File: src/ssl_pkg.sv
// Purpose: Shared constants and types for the serial link supervisor
// Assumes: One 20 MHz clock, word-indexed register port
// Notes: Settings are per port; port 0 standard, 1 card
package ssl_pkg;

  // ----------------------------------------------------------------
  // Sizes and timing
  // ----------------------------------------------------------------
  localparam int SSL_NPORT = 2; // Standard and card port
  localparam int SSL_CLK_NS = 50; // Clock period, ns
  localparam int SSL_TICK_NS = 100_000_000; // Timer resolution, 0.1 s
  localparam int SSL_TICK_CYC = SSL_TICK_NS / SSL_CLK_NS;
  localparam logic [3:0] SSL_TICKS_PER_S = 4'hA; // Tenths in a second
  localparam logic [9:0] SSL_ERR_TMR_MAX = 10'h258; // 60.0 s in tenths
  localparam logic [5:0] SSL_NOACC_MAX = 6'h3C; // 60 s

  // ----------------------------------------------------------------
  // Register map (word index)
  // ----------------------------------------------------------------
  localparam int SSL_AW = 5;
  localparam int SSL_DW = 16;
  localparam logic [4:0] SSL_PORT_STRIDE = 5'h08; // Port 1 base
  localparam logic [2:0] SSL_REG_STATION = 3'h0;
  localparam logic [2:0] SSL_REG_POLICY = 3'h1;
  localparam logic [2:0] SSL_REG_ERR_TMR = 3'h2;
  localparam logic [2:0] SSL_REG_NOACC = 3'h3;
  localparam logic [2:0] SSL_REG_PROTO = 3'h4;
  localparam logic [2:0] SSL_REG_PSTAT = 3'h5;
  localparam logic [4:0] SSL_REG_IRQ_STAT = 5'h10;
  localparam logic [4:0] SSL_REG_IRQ_MASK = 5'h11;

  // ----------------------------------------------------------------
  // Reset values
  // ----------------------------------------------------------------
  localparam logic [7:0] SSL_RST_STATION = 8'h01;

  // ----------------------------------------------------------------
  // Protocols, addresses, policies
  // ----------------------------------------------------------------
  localparam logic [1:0] SSL_PROTO_MODBUS = 2'h0;
  localparam logic [1:0] SSL_PROTO_LOADER = 2'h1;
  localparam logic [1:0] SSL_PROTO_VENDOR = 2'h2;
  localparam logic [7:0] SSL_ADDR_MIN = 8'h01;
  localparam logic [7:0] SSL_MODBUS_MAX = 8'hF7; // 247
  localparam logic [7:0] SSL_LOADER_MAX = 8'hFF; // 255
  localparam logic [7:0] SSL_VENDOR_MAX = 8'h1F; // 31
  localparam logic [7:0] SSL_MODBUS_BCAST = 8'h00;
  localparam logic [7:0] SSL_VENDOR_BCAST = 8'h63; // 99
  localparam logic [1:0] SSL_POL_TRIP = 2'h0;
  localparam logic [1:0] SSL_POL_RUNON = 2'h1;
  localparam logic [1:0] SSL_POL_RETRY = 2'h2;
  localparam logic [1:0] SSL_POL_KEEP = 2'h3;

  // Interrupt bit layout per port: error seen, trip
  localparam int SSL_IRQ_BITS = 2 * SSL_NPORT;

  // Per port supervisor state, Gray along idle-grace-trip
  typedef enum logic [1:0] {
    SSL_IDLE = 2'b00,
    SSL_GRACE = 2'b01,
    SSL_TRIP = 2'b11
  } ssl_state_t;

  // One received query as reported by the frame receiver
  typedef struct packed {
    logic valid; // One-cycle pulse per finished frame
    logic [7:0] station; // Station field of the frame
    logic parity_err;
    logic framing_err;
    logic proto_err;
    logic addr_err;
  } ssl_query_t;

endpackage

File: src/ssl_supervisor.sv
// Purpose: Address filter and error policy supervisor for two link ports
// Assumes: Receiver and drive logic share clk
// Notes: Error and response timers count 0.1 s ticks, no-access timer 1 s ticks, of one divider
`timescale 1ns/1ps

// What this block does
// Two independent ports, each separately configured
// Address ranges and broadcast per protocol
// Bad station address: broadcast only, no replies
// Address, parity, framing, protocol, timeout are errors
// Errors count only when running under link command
// Policy 0 trips at once with alarm
// Policy 1 runs for timer, then trips
// Policy 2 retries for timer; recovery resumes
// Policy 3 keeps running on errors
// Error timer 0.0 to 60.0 s per port
// Unanswered response request past timer is error
// No-access time 0 off, 1-60 s timeout
// Protocol select 0, 1, 2 per port
// Drop queries matching neither own nor broadcast
// Alarm holds until alarm reset
module ssl_supervisor
  import ssl_pkg::*;
#(
  parameter int TICK_CYC = SSL_TICK_CYC // Clocks per 0.1 s tick
)(
  input wire logic clk,
  input wire logic reset,
  // Register port
  input wire logic [SSL_AW-1:0] addr,
  input wire logic [SSL_DW-1:0] wdata,
  input wire logic wr,
  input wire logic rd,
  output logic [SSL_DW-1:0] rdata,
  // Drive status
  input wire logic drive_running,
  input wire logic run_from_link [SSL_NPORT],
  input wire logic freq_from_link [SSL_NPORT],
  input wire logic alarm_reset,
  // Receiver side per port
  input wire ssl_query_t query [SSL_NPORT],
  input wire logic resp_request [SSL_NPORT],
  input wire logic resp_received [SSL_NPORT],
  // Results per port, then shared drive stop and irq
  output logic accept [SSL_NPORT],
  output logic reply_en [SSL_NPORT],
  output logic port_alarm [SSL_NPORT],
  output logic drive_stop,
  output logic irq
);

  // ----------------------------------------------------------------
  // Shared tick divider
  // ----------------------------------------------------------------
  logic [31:0] div_cnt; // Clocks into tick
  logic tick; // One-cycle 0.1 s enable
  logic [3:0] tenth_cnt; // Ticks into second
  logic sec_tick; // One-cycle 1 s enable

  // Divide clk to the 0.1 s tick
  always_ff @(posedge clk or posedge reset)
  begin
    if (reset)
    begin
      div_cnt <= '0;
      tick <= 1'b0;
    end
    else if (div_cnt == 32'(TICK_CYC - 1))
    begin
      div_cnt <= '0;
      tick <= 1'b1;
    end
    else
    begin
      div_cnt <= div_cnt + 32'h1;
      tick <= 1'b0;
    end
  end

  // Divide tick to the 1 s tick
  always_ff @(posedge clk or posedge reset)
  begin
    if (reset)
    begin
      tenth_cnt <= '0;
      sec_tick <= 1'b0;
    end
    else if (tick && tenth_cnt == SSL_TICKS_PER_S - 4'h1)
    begin
      tenth_cnt <= '0;
      sec_tick <= 1'b1;
    end
    else
    begin
      if (tick)
        tenth_cnt <= tenth_cnt + 4'h1;
      sec_tick <= 1'b0;
    end
  end

  // ----------------------------------------------------------------
  // Per port state
  // ----------------------------------------------------------------
  logic [7:0] std_station [SSL_NPORT]; // Station address setting
  logic [1:0] err_policy [SSL_NPORT]; // Error policy setting
  logic [9:0] err_timer [SSL_NPORT]; // Error timer, tenths
  logic [5:0] noacc_time [SSL_NPORT]; // No-access time, seconds
  logic [1:0] proto_sel [SSL_NPORT]; // Protocol select
  ssl_state_t state [SSL_NPORT]; // Policy state
  logic err_evt [SSL_NPORT]; // Recognised error this cycle
  logic trip_evt [SSL_NPORT]; // Entering trip this cycle
  logic [SSL_IRQ_BITS-1:0] irq_stat; // Sticky events
  logic [SSL_IRQ_BITS-1:0] irq_mask; // Enables onto irq
  logic [SSL_IRQ_BITS-1:0] irq_set; // Events this cycle

  genvar p;
  generate
    for (p = 0; p < SSL_NPORT; p++)
    begin : g_port
      logic [2:0] reg_sel; // Register within this port
      logic port_hit; // Access falls in this port's window
      logic addr_ok; // Setting in range for protocol
      logic has_bcast; // Protocol has a broadcast address
      logic [7:0] bcast; // Broadcast address of protocol
      logic own; // Query for this station
      logic is_bcast; // Query is broadcast
      logic line_err; // Raw error before gating
      logic good; // Clean query for us
      logic [9:0] grace_cnt; // Tenths spent in grace
      logic [9:0] resp_cnt; // Tenths waiting for response
      logic resp_wait; // Response request outstanding
      logic resp_tmo; // Response wait expired
      logic [5:0] noacc_cnt; // Seconds without access
      logic noacc_tmo; // No-access timeout

      assign reg_sel = addr[2:0];
      assign port_hit = addr[4:3] == 2'(p);

      // Range and broadcast per protocol
      always_comb
      begin
        addr_ok = 1'b0;
        has_bcast = 1'b0;
        bcast = SSL_MODBUS_BCAST;
        unique case (proto_sel[p])
          SSL_PROTO_MODBUS:
          begin
            addr_ok = std_station[p] >= SSL_ADDR_MIN && std_station[p] <= SSL_MODBUS_MAX;
            has_bcast = 1'b1;
          end
          SSL_PROTO_LOADER:
            addr_ok = std_station[p] >= SSL_ADDR_MIN && std_station[p] <= SSL_LOADER_MAX;
          SSL_PROTO_VENDOR:
          begin
            addr_ok = std_station[p] >= SSL_ADDR_MIN && std_station[p] <= SSL_VENDOR_MAX;
            has_bcast = 1'b1;
            bcast = SSL_VENDOR_BCAST;
          end
          default:
            addr_ok = 1'b0; // Unknown protocol answers nothing
        endcase
      end

      // Own or broadcast match; others drop
      assign own = addr_ok && query[p].station == std_station[p];
      assign is_bcast = has_bcast && query[p].station == bcast;
      assign good = query[p].valid && (own || is_bcast) && !query[p].parity_err
        && !query[p].framing_err && !query[p].proto_err && !query[p].addr_err;

      // Error sources of this port
      assign line_err = (query[p].valid && (query[p].parity_err || query[p].framing_err))
        || (query[p].valid && (own || is_bcast) && (query[p].proto_err || query[p].addr_err))
        || noacc_tmo || resp_tmo;
      // Only while running under link command
      assign err_evt[p] = line_err && drive_running
        && (run_from_link[p] || freq_from_link[p]);

      // Accept and reply strobes
      always_ff @(posedge clk or posedge reset)
      begin
        if (reset)
        begin
          accept[p] <= 1'b0;
          reply_en[p] <= 1'b0;
        end
        else
        begin
          accept[p] <= good;
          reply_en[p] <= good && own;
        end
      end

      // Configuration registers
      always_ff @(posedge clk or posedge reset)
      begin
        if (reset)
        begin
          std_station[p] <= SSL_RST_STATION;
          err_policy[p] <= SSL_POL_TRIP;
          err_timer[p] <= '0;
          noacc_time[p] <= '0;
          proto_sel[p] <= SSL_PROTO_MODBUS;
        end
        else if (wr && port_hit)
        begin
          unique case (reg_sel)
            SSL_REG_STATION: std_station[p] <= wdata[7:0];
            SSL_REG_POLICY: err_policy[p] <= wdata[1:0];
            SSL_REG_ERR_TMR:
              err_timer[p] <= wdata[9:0] > SSL_ERR_TMR_MAX ? SSL_ERR_TMR_MAX : wdata[9:0];
            SSL_REG_NOACC:
              noacc_time[p] <= wdata[5:0] > SSL_NOACC_MAX ? SSL_NOACC_MAX : wdata[5:0];
            SSL_REG_PROTO: proto_sel[p] <= wdata[1:0];
            default: ; // Read-only or unmapped
          endcase
        end
      end

      // No-access watchdog in whole seconds
      always_ff @(posedge clk or posedge reset)
      begin
        if (reset)
        begin
          noacc_cnt <= '0;
          noacc_tmo <= 1'b0;
        end
        else if (noacc_time[p] == 6'h0 || good)
        begin
          noacc_cnt <= '0;
          noacc_tmo <= 1'b0;
        end
        else if (sec_tick && noacc_cnt + 6'h1 >= noacc_time[p])
        begin
          noacc_cnt <= '0; // Rearm after each report
          noacc_tmo <= 1'b1;
        end
        else
        begin
          if (sec_tick)
            noacc_cnt <= noacc_cnt + 6'h1;
          noacc_tmo <= 1'b0;
        end
      end

      // Response wait timer
      always_ff @(posedge clk or posedge reset)
      begin
        if (reset)
        begin
          resp_wait <= 1'b0;
          resp_cnt <= '0;
          resp_tmo <= 1'b0;
        end
        else if (resp_received[p])
        begin
          resp_wait <= 1'b0; // Answer arrived in time
          resp_tmo <= 1'b0;
        end
        else if (resp_request[p])
        begin
          resp_wait <= 1'b1;
          resp_cnt <= '0;
          resp_tmo <= 1'b0;
        end
        else if (resp_wait && (tick || err_timer[p] == 10'h0)
          && resp_cnt + 10'h1 >= err_timer[p])
        begin
          resp_wait <= 1'b0;
          resp_tmo <= 1'b1;
        end
        else
        begin
          if (resp_wait && tick)
            resp_cnt <= resp_cnt + 10'h1;
          resp_tmo <= 1'b0;
        end
      end

      // Error policy state machine
      always_ff @(posedge clk or posedge reset)
      begin
        if (reset)
        begin
          state[p] <= SSL_IDLE;
          grace_cnt <= '0;
          trip_evt[p] <= 1'b0;
        end
        else
        begin
          trip_evt[p] <= 1'b0;
          unique case (state[p])
            SSL_IDLE:
              if (err_evt[p])
              begin
                grace_cnt <= '0;
                if (err_policy[p] == SSL_POL_TRIP)
                begin
                  state[p] <= SSL_TRIP;
                  trip_evt[p] <= 1'b1;
                end
                else if (err_policy[p] != SSL_POL_KEEP)
                  state[p] <= SSL_GRACE;
                // Policy 3 stays idle
              end
            SSL_GRACE:
              if (err_policy[p] == SSL_POL_RETRY && good && !err_evt[p])
                state[p] <= SSL_IDLE;
              else if (err_policy[p] == SSL_POL_KEEP)
                state[p] <= SSL_IDLE;
              else if ((tick || err_timer[p] == 10'h0)
                && grace_cnt + 10'h1 >= err_timer[p])
              begin
                state[p] <= SSL_TRIP;
                trip_evt[p] <= 1'b1;
              end
              else if (tick)
                grace_cnt <= grace_cnt + 10'h1;
            SSL_TRIP:
              if (alarm_reset)
                state[p] <= SSL_IDLE;
            default:
              state[p] <= SSL_IDLE; // Illegal code recovers
          endcase
        end
      end

      // Alarm flag per port
      always_ff @(posedge clk or posedge reset)
      begin
        if (reset)
          port_alarm[p] <= 1'b0;
        else if (trip_evt[p])
          port_alarm[p] <= 1'b1;
        else if (alarm_reset)
          port_alarm[p] <= 1'b0;
      end

      assign irq_set[2*p] = err_evt[p];
      assign irq_set[2*p+1] = trip_evt[p];
    end
  endgenerate

  // ----------------------------------------------------------------
  // Drive stop and interrupts
  // ----------------------------------------------------------------
  logic any_alarm; // Some port holds an alarm

  always_comb
  begin
    any_alarm = 1'b0;
    for (int i = 0; i < SSL_NPORT; i++)
      any_alarm = any_alarm | port_alarm[i];
  end

  // Stop the drive while any alarm stands
  always_ff @(posedge clk or posedge reset)
  begin
    if (reset)
      drive_stop <= 1'b0;
    else
      drive_stop <= any_alarm;
  end

  // Sticky status, write one to clear, set wins
  always_ff @(posedge clk or posedge reset)
  begin
    if (reset)
      irq_stat <= '0;
    else if (wr && addr == SSL_REG_IRQ_STAT)
      irq_stat <= (irq_stat & ~wdata[SSL_IRQ_BITS-1:0]) | irq_set;
    else
      irq_stat <= irq_stat | irq_set;
  end

  // Mask register
  always_ff @(posedge clk or posedge reset)
  begin
    if (reset)
      irq_mask <= '0;
    else if (wr && addr == SSL_REG_IRQ_MASK)
      irq_mask <= wdata[SSL_IRQ_BITS-1:0];
  end

  // Level interrupt
  always_ff @(posedge clk or posedge reset)
  begin
    if (reset)
      irq <= 1'b0;
    else
      irq <= |(irq_stat & irq_mask);
  end

  // ----------------------------------------------------------------
  // Read port
  // ----------------------------------------------------------------
  logic [SSL_DW-1:0] next_rdata; // Data for the next cycle
  logic rp; // Port selected by address

  always_comb
  begin
    next_rdata = '0;
    rp = addr[3];
    if (addr == SSL_REG_IRQ_STAT)
      next_rdata = SSL_DW'(irq_stat);
    else if (addr == SSL_REG_IRQ_MASK)
      next_rdata = SSL_DW'(irq_mask);
    else if (!addr[4])
    begin
      unique case (addr[2:0])
        SSL_REG_STATION: next_rdata = SSL_DW'(std_station[rp]);
        SSL_REG_POLICY: next_rdata = SSL_DW'(err_policy[rp]);
        SSL_REG_ERR_TMR: next_rdata = SSL_DW'(err_timer[rp]);
        SSL_REG_NOACC: next_rdata = SSL_DW'(noacc_time[rp]);
        SSL_REG_PROTO: next_rdata = SSL_DW'(proto_sel[rp]);
        SSL_REG_PSTAT: next_rdata = SSL_DW'({port_alarm[rp], state[rp]});
        default: next_rdata = '0;
      endcase
    end
  end

  // Read data stands one cycle after the strobe only
  always_ff @(posedge clk or posedge reset)
  begin
    if (reset)
      rdata <= '0;
    else if (rd)
      rdata <= next_rdata;
    else
      rdata <= '0;
  end

endmodule // ssl_supervisor

File: config.mk
export PLATFORM = sky130hd
export DESIGN_NAME = ssl_supervisor
export DESIGN_NICKNAME = d
export VERILOG_FILES = /design/src/ssl_pkg.sv /design/src/ssl_supervisor.sv
export SDC_FILE = /design/constraint.sdc
export NUM_CORES = 1
export LEC_CHECK = 0
export BUFFER_PORTS_ARGS = -buffer_cell sky130_fd_sc_hd__buf_2
export CORE_AREA = 2 2 151 190
export DETAILED_ROUTE_END_ITERATION = 8
export DIE_AREA = 0 0 153 192
export GPL_TIMING_DRIVEN = 0
export PLACE_DENSITY_LB_ADDON = 0.3
export SYNTH_ARGS = -nofsm -noshare
export SYNTH_HDL_FRONTEND = slang
export SYNTH_SLANG_ARGS = --single-unit
File: constraint.sdc
create_clock -name clk -period 7.7 [get_ports clk]
set_input_delay 1.54 -clock clk [delete_from_list [all_inputs] [get_ports clk]]
set_output_delay 1.54 -clock clk [all_outputs]
set_load 0.03 [all_outputs]
==> results.txt, run 1 <==
Routed met2 length: 13520 um
Worst Path Required: 8060 ps
Die X: 153 um
Sequential Area: 4607 sq um
Netlist cell types: 75
Multi-input combinational cell area: 5943 sq um
Seq pwr share: 46.5%
Antenna cells: 0
CTS Buf Count: 17
Final WS setup: 4050 ps
Post-synth EDFFs: 0
Fillers: 2614
Slowest cell on crit path: dfrtp_1
Nets@finish: 1352
Relative slew slack: 41.68%
CTS tree: built
Syn avg cell area: 9.664 sq um
Share of cells above drive strength 1: 13.71%
Hold path depth: 1
Largest net degree at the start of global routing: 106
Die H: 192 um
Final Setup Violations: 0
Sw Pwr: 824.0 uW
Period utilization: 47.40%
Row cnt: 68
Post-Layout Cell Count: 1583
Metal3 WL: 1026 um
Worst-Margin Slew: 865.6 ps
Initial antenna violation count: 1
CTS Sinks: 184
Vias: 8724
Clock power frac: 33.0%
Part of the Yosys area used for sequential elements: 42.26%
Synth Flop Type: dfrtp_1
Slew Viols, Final: 0
# IOs: 85
Post-route antenna net violation count: 0
WL/cell: 17.18 um
DR DRC count: 0
Cells after DPL: 1553
Initial Util: 39.66%
Die area: 29380 sq um
Critical Path Stages: 15
Simple-gate portion of the synthesized area: 19.26%
CP delay by family, top: compound AO/OA/AOI/OAI gates
Syn Inst Count: 1128
Synthesis warning total: 0
Final Critical Period: 3650 ps
Fmax: 274.0 MHz
Pwr Density: 209.3 nW/um^2
Cell taking the most area after synthesis: dfrtp_1
Detailed-routing wirelength on met1: 12250 um
Root buffer cell: clkbuf_16
Largest family of logic cells by synthesized area: simple AND/OR/NAND/NOR gates
Via density: 5.511
Crit path buf inv count: 2
Clock Path Buffers: 2
Sw frac: 32.01%
RSZ-0062 raised after global routing: false
Port Buffers: 69
Outcome: finished, final reports clean
Area Growth Syn to Fin: 12.83%
Overflow left after global routing: 0
Adder-cell area share of the yosys netlist: 7.920%
Register bit total from synthesis: 184
Post-Syn Area: 10900 sq um
Setup Total Neg Slack: 0 ps
GP Congestion: 0.9172
Peak supply drop: 0.0001513 V
Hold WC Path Type: reg2reg
CP peak stage delay: 450 ps
Vias in the first global route: 8490
CP Capture Type: register
Uppermost layer routed: met4
Placeable core area: 27480 sq um
Area contributors post-synth: dfrtp_1 (42%), ha_1 (7.9%), mux2_2 (4.1%)
Critical path class: reg2reg
# Post-CTS Setup Buffers: 0
Setup WS pre-CTS: 3618 ps
Synth Area in XOR/XNOR: 6.428%
DRT Wirelength: 27190 um
Compound-cell area share of the yosys netlist: 14.55%
TritonRoute pass-1 iters: 6
Fin. Hold Viols: 0
Ordered list of cells on the worst path: nand3_1, or2_2, inv_1, nand3_1, nor2_1, xnor2_1, inv_1, ha_1, nand4_1, nor2_1, a211oi_1, o31a_1, o2111ai_1, o31a_1, o21ai_0
First-pass GRT wire length: 44570 um
Post_cts resized: 0
Leakage: 0.005717 uW
Final Core Density: 44.76%
WHS: 474.2 ps
Clock transition at path regs: 70 ps
Worst Reg2Reg Path Length in Cells: 15
Crit path DAT: 4010 ps
Multiplexer share of the synthesized area: 6.152%
P_int: 1750 uW
Synth top area share: 41.78%
GRT Total Usage: 19.03%
CTS H-tree lvls: 4
Detail Placement HPWL: 20600 um
Logic gate share of total power: 20.5%
Fin Clk Skew: 13.64 ps
Ys async rst share: 100.0%
CP Max Fanout: 9
Startpoint types: register
Post-CTS Hold Buffers: 0
DR iter-0 viols: 461
Max Cap Viol: 0
Clk_lat worst skew: 440 ps
==> per-layer routing <==
metal  global-route usage [%]  up-vias
li1                         -     4247
met1                    24.61     4270
met2                    33.10      174
met3                    3.069       33
met4                    5.306        0
met5                        0        -
==> cells by family (layout without fill, tap and decap cells) <==
kind of cell / Yosys count / in the layout
XOR/XNOR: 80 / 80
adder cells (fa/ha/maj): 69 / 69
AND/OR/NAND/NOR: 409 / 409
buffers and inverters: 88 / 188
flip-flops: 184 / 184
other: 1 / 6
AO/OA/AOI/OAI: 235 / 235
multiplexers: 62 / 62
==> layout by cell type, fill, tap and decap left out, drive strengths merged, types with 11 or more instances in the layout <==
| master | netlist | final |
|---|---|---|
| clkbuf | 22 | 40 |
| ha | 69 | 69 |
| nor3b | 15 | 15 |
| nand4 | 13 | 13 |
| xor2 | 35 | 35 |
| mux2i | 22 | 22 |
| xnor2 | 45 | 45 |
| a21oi | 36 | 36 |
| a22o | 11 | 11 |
| nand3 | 57 | 57 |
| dfrtp | 182 | 182 |
| o21ai | 72 | 72 |
| nand2b | 31 | 31 |
| and3 | 17 | 17 |
| inv | 54 | 57 |
| nor2b | 12 | 12 |
| nor3 | 18 | 18 |
| nand2 | 113 | 113 |
| a21o | 22 | 22 |
| mux2 | 40 | 40 |
| nand3b | 11 | 11 |
| buf | 12 | 82 |
| nor2 | 68 | 68 |
| nor4 | 17 | 17 |
==> synth_stat cells, drive strengths merged, types with 11 or more instances <==
cell type  instances
nand2b            31
nand3b            11
nor3              18
nand3             57
nor3b             15
mux2              40
clkbuf            22
xnor2             45
inv               54
nor2b             12
nor4              17
o21ai             72
ha                69
mux2i             22
a21oi             36
dfrtp            182
a22o              11
nand2            113
buf               12
nor2              68
xor2              35
nand4             13
and3              17
a21o              22
==> cell type report <==
| class | count | share of cell area [%] |
|---|---|---|
| multi-input combinational | 861 | 48.32 |
| sequential | 184 | 37.46 |
| clock buffer | 18 | 3.571 |
| tap | 350 | 3.561 |
| timing repair buffer | 70 | 3.032 |
| inverter | 54 | 1.709 |
| buffer | 34 | 1.353 |
| clock inverter | 12 | 0.9970 |
==> metrics by stage <==
stage          area (sq um)  power [uW]
2_1_floorplan         10920        1559
3_3_place_gp          11700        1722
3_5_place_dp          11740        1738
4_1_cts               12300        2595
5_1_grt               12300        2715
6_report              12300        2574
==> worst paths after layout <==
kind / start / end / slack (ps)
worst min-delay path: div_cnt[31]$_DFF_PP0_ / div_cnt[31]$_DFF_PP0_ / 470
min in group asynchronous: reset / accept[1]$_DFF_PP0_ / 1140
worst max-delay path: g_port[1].resp_cnt[0]$_DFFE_PP0P_ / g_port[1].resp_cnt[5]$_DFFE_PP0P_ / 4050
worst min register to register: div_cnt[31]$_DFF_PP0_ / div_cnt[31]$_DFF_PP0_ / 470
max in group asynchronous: reset / err_timer[2]$_DFFE_PP0P_ / 5630
worst max register to register: g_port[1].resp_cnt[0]$_DFFE_PP0P_ / g_port[1].resp_cnt[5]$_DFFE_PP0P_ / 4050
==> registers in the layout, indices dropped and copies added (netlist names), 4 cells and up <==
| signal | cells |
|---|---|
| irq_stat | 4 |
| div_cnt | 32 |
| state | 4 |
| g_port.resp_cnt | 20 |
| g_port.grace_cnt | 20 |
| irq_mask | 4 |
| proto_sel | 4 |
| noacc_time | 12 |
| std_station | 16 |
| err_timer | 20 |
| err_policy | 4 |
| tenth_cnt | 4 |
| rdata | 10 |
| g_port.noacc_cnt | 12 |
==> worst reg2reg max path, cell delays in order, from the launching register on <==
cell       delay [ps]
dfrtp_1           450
nand3_1           180
or2_2             380
inv_1              60
nand3_1           140
nor2_1            180
xnor2_1           160
inv_1              90
ha_1              290
nand4_1           120
nor2_1             60
a211oi_1          220
o31a_1            270
o2111ai_1         400
o31a_1            420
o21ai_0           140
==> power groups by stage <==
stage | logic (uW) | clock network, uW | registers (uW)
3_5_place_dp | 527 | 0 | 1210
3_3_place_gp | 512 | 0 | 1210
2_1_floorplan | 382 | 0 | 1180
5_1_grt | 598 | 908 | 1210
4_1_cts | 530 | 871 | 1190
6_report | 528 | 848 | 1200
Note: power is estimated with default switching activity, not from simulation.
==> inputs of run 2 (changes only) <==
==> constraint.sdc (replaced) <==
create_clock -name clk -period 3.21 [get_ports clk]
set_input_delay 0.642 -clock clk [delete_from_list [all_inputs] [get_ports clk]]
set_output_delay 0.642 -clock clk [all_outputs]
set_load 0.03 [all_outputs]
==> run 2 against run 1 <==
Sequential cell count stayed put. Final area is 6.2% higher. First-iteration DRC count is 22% higher. Critical path depth is 3 lower. Power grew to 2.6 times the previous value. Non-clock buffer count is 40 higher. Via count is 3.1% higher. Maximum frequency is 14% higher. Sequential share of layout area is 2.1 points lower. Count of clock-buffer cells in the layout is 5 higher. Worst hold slack worse by 260 ps. Register-to-register slack worse by 4000 ps. Critical path type unchanged.
==> results.txt, run 2 (same netlist as run 1, synthesis figures left out) <==
CTS Sinks: 184 (unchanged)
Total power: 6678 uW (+160%)
Clk_lat worst skew: 430 ps (about the same)
Hold WC Path Type: in2async
Clock Path Buffers: 2 (unchanged)
Slowest cell on crit path: nor4_1
Overflow left after global routing: 0 (unchanged)
Max reg flops: 32 (unchanged)
Leakage: 0.006044 uW (+5.7%)
Initial antenna violation count: 1 (unchanged)
Slew Viols, Final: 0 (unchanged)
Period utilization: 99.44% (+52 points)
Startpoint types: register
GP Congestion: 0.9161 (-0.12%)
DR DRC count: 0 (unchanged)
Fmax: 313.3 MHz (+14%)
Setup Total Neg Slack: 0 ps (unchanged)
Peak supply drop: 0.0003066 V (+100%)
CP delay by family, top: simple AND/OR/NAND/NOR gates
DRT Wirelength: 28740 um (+5.7%)
Via density: 5.534 (+0.41%)
GRT Total Usage: 19.61% (+0.58 points)
Max Cap Viol: 0 (unchanged)
Final Setup Violations: 0 (unchanged)
CP Capture Type: register
Fillers: 2550 (-2.4%)
Antenna cells: 0 (unchanged)
Vias in the first global route: 8860 (+4.4%)
Initial Util: 39.66% (unchanged)
Fin. Hold Viols: 0 (unchanged)
Outcome: finished, final reports clean
Routed met2 length: 14580 um (+7.9%)
Nets@finish: 1393 (+3.0%)
Placeable core area: 27480 sq um (unchanged)
Port Buffers: 69 (unchanged)
CP Max Fanout: 4 (-5)
DR iter-0 viols: 563 (+22%)
Crit path buf inv count: 3 (+1)
Row cnt: 68 (unchanged)
Most common cell type on the critical path: nand3_4
Root buffer cell: clkbuf_16
Die X: 153 um (unchanged)
Largest net degree at the start of global routing: 43 (-59%)
Critical path class: reg2reg
Detail Placement HPWL: 21210 um (+2.9%)
Uppermost layer routed: met4
Area Growth Syn to Fin: 19.87%
Vias: 8998 (+3.1%)
TritonRoute pass-1 iters: 7 (+1)
Most frequent cells in the layout: dfrtp_1 (176), nand2_1 (113), buf_2 (71)
Die H: 192 um (unchanged)
Share of cells above drive strength 1: 20.06% (+6.4 points)
Pwr Density: 511.1 nW/um^2 (+140%)
Most flops, register: div_cnt
Post-route antenna net violation count: 0 (unchanged)
Metal3 WL: 1197 um (+17%)
Commonest non-fill, non-tap cell in the layout: dfrtp_1
First-pass GRT wire length: 46230 um (+3.7%)
CTS Buf Count: 17 (unchanged)
Die area: 29380 sq um (unchanged)
WL/cell: 17.67 um (+2.9%)
Relative slew slack: 43.40% (+1.7 points)
Post-CTS Hold Buffers: 0 (unchanged)
Detailed-routing wirelength on met1: 12430 um (+1.5%)
CP peak stage delay: 690 ps (+240 ps)
Clock transition at path regs: 70 ps (about the same)
Ordered list of cells on the worst path: nand3_4, or2_4, inv_2, nand3_4, nor2_2, xnor2_1, inv_1, ha_4, nand4_1, o31a_1, buf_4, nor4_1
# IOs: 85 (unchanged)
RSZ-0062 raised after global routing: true
Worst Path Required: 3450 ps (-4610 ps)
Worst-Margin Slew: 841.3 ps (-24.30 ps)
Fin Clk Skew: 12.15 ps (-1.495 ps)
CTS H-tree lvls: 4 (unchanged)
CTS tree: built
Crit path DAT: 3430 ps (-580 ps)
Final Critical Period: 3192 ps (-457.7 ps)
-- run 2: cell types whose count changed in the layout (fill, tap and decap cells not counted), sizes merged --
cell / change
a2bb2oi: +1
clkinvlp: -4
clkinv: -2
bufinv: +4
buf: +42
clkbuf: +3
inv: -1
-- run 2: worst paths after layout --
path / from / end / slack (ps) / cells after the start
max: g_port[1].resp_cnt[0]$_DFFE_PP0P_ / g_port[1].resp_tmo$_DFF_PP0_ / 20 / 12
min: reset / accept[1]$_DFF_PP0_ / 210 / 2
max reg2reg: g_port[1].resp_cnt[0]$_DFFE_PP0P_ / g_port[1].resp_tmo$_DFF_PP0_ / 20 / 12
min reg2reg: irq_set[3]$_DFF_PP0_ / irq_stat[3]$_DFF_PP0_ / 480 / 1
max in group asynchronous: reset / g_port[1].resp_cnt[4]$_DFFE_PP0P_ / 2030 / 5
min in group clk: resp_received[1] / g_port[0].resp_tmo$_DFF_PP0_ / 450 / 2
-- run 2: worst reg2reg max path, cell delays in order, from the launching register on --
cell and delay, ps:
dfrtp_2 440, nand3_4 80, or2_4 250, inv_2 80, nand3_4 100, nor2_2 120, xnor2_1 150, inv_1 110
ha_4 280, nand4_1 110, o31a_1 410, buf_4 170, nor4_1 690
-- run 2: routing by layer --
metal | track usage, % | vias up
met4 | 5.912 | 0
met2 | 34.67 | 176
met5 | 0 | -
met1 | 24.58 | 4449
met3 | 3.339 | 29
li1 | - | 4344
-- run 2: layout make-up --
class / count / area, sq um / share of cell area (%)
well taps: 350 / 437.9 / 3.352
repair buffers: 111 / 728.2 / 5.573
multi-input cells: 862 / 6251 / 47.84
clock inverters: 9 / 187.7 / 1.436
inverters: 54 / 206.4 / 1.580
plain buffers: 33 / 162.7 / 1.245
flip-flops and latches: 184 / 4614 / 35.32
clock buffers: 23 / 478.0 / 3.658
-- run 2: power breakdown --
part	internal (uW)	leakage [uW]	switching, uW
logic	654	0.00328	778
registers	2550	0.00244	332
clock network	1460	0.000325	908
total	4660	0.00604	2020
-- run 2: repair_timing --
| item | 4_1_cts | 5_1_grt |
|---|---|---|
| setup endpoints to repair | 37 | 42 |
| setup buffers | 18 | 18 |
| pin swaps | 9 | 14 |
| cloned | 0 | 2 |
| gates resized for setup | 30 | 45 |
| endpoints found under the hold margin | 0 | 0 |
-- run 2: stage by stage --
step	cell area [sq um]	util [%]	hold WS, ps	std cells	worst slack (ps)
finish	13070	47.55	209.2	1626	18.01
detailed placement	11810	42.96	461.1	1557	-398.6
global route	13070	47.55	225.8	1626	-38.70
global placement	11710	42.60	465.8	1552	-1046
floorplan	10920	-	429.6	1133	55.99
CTS	12730	46.32	207.4	1606	9.170
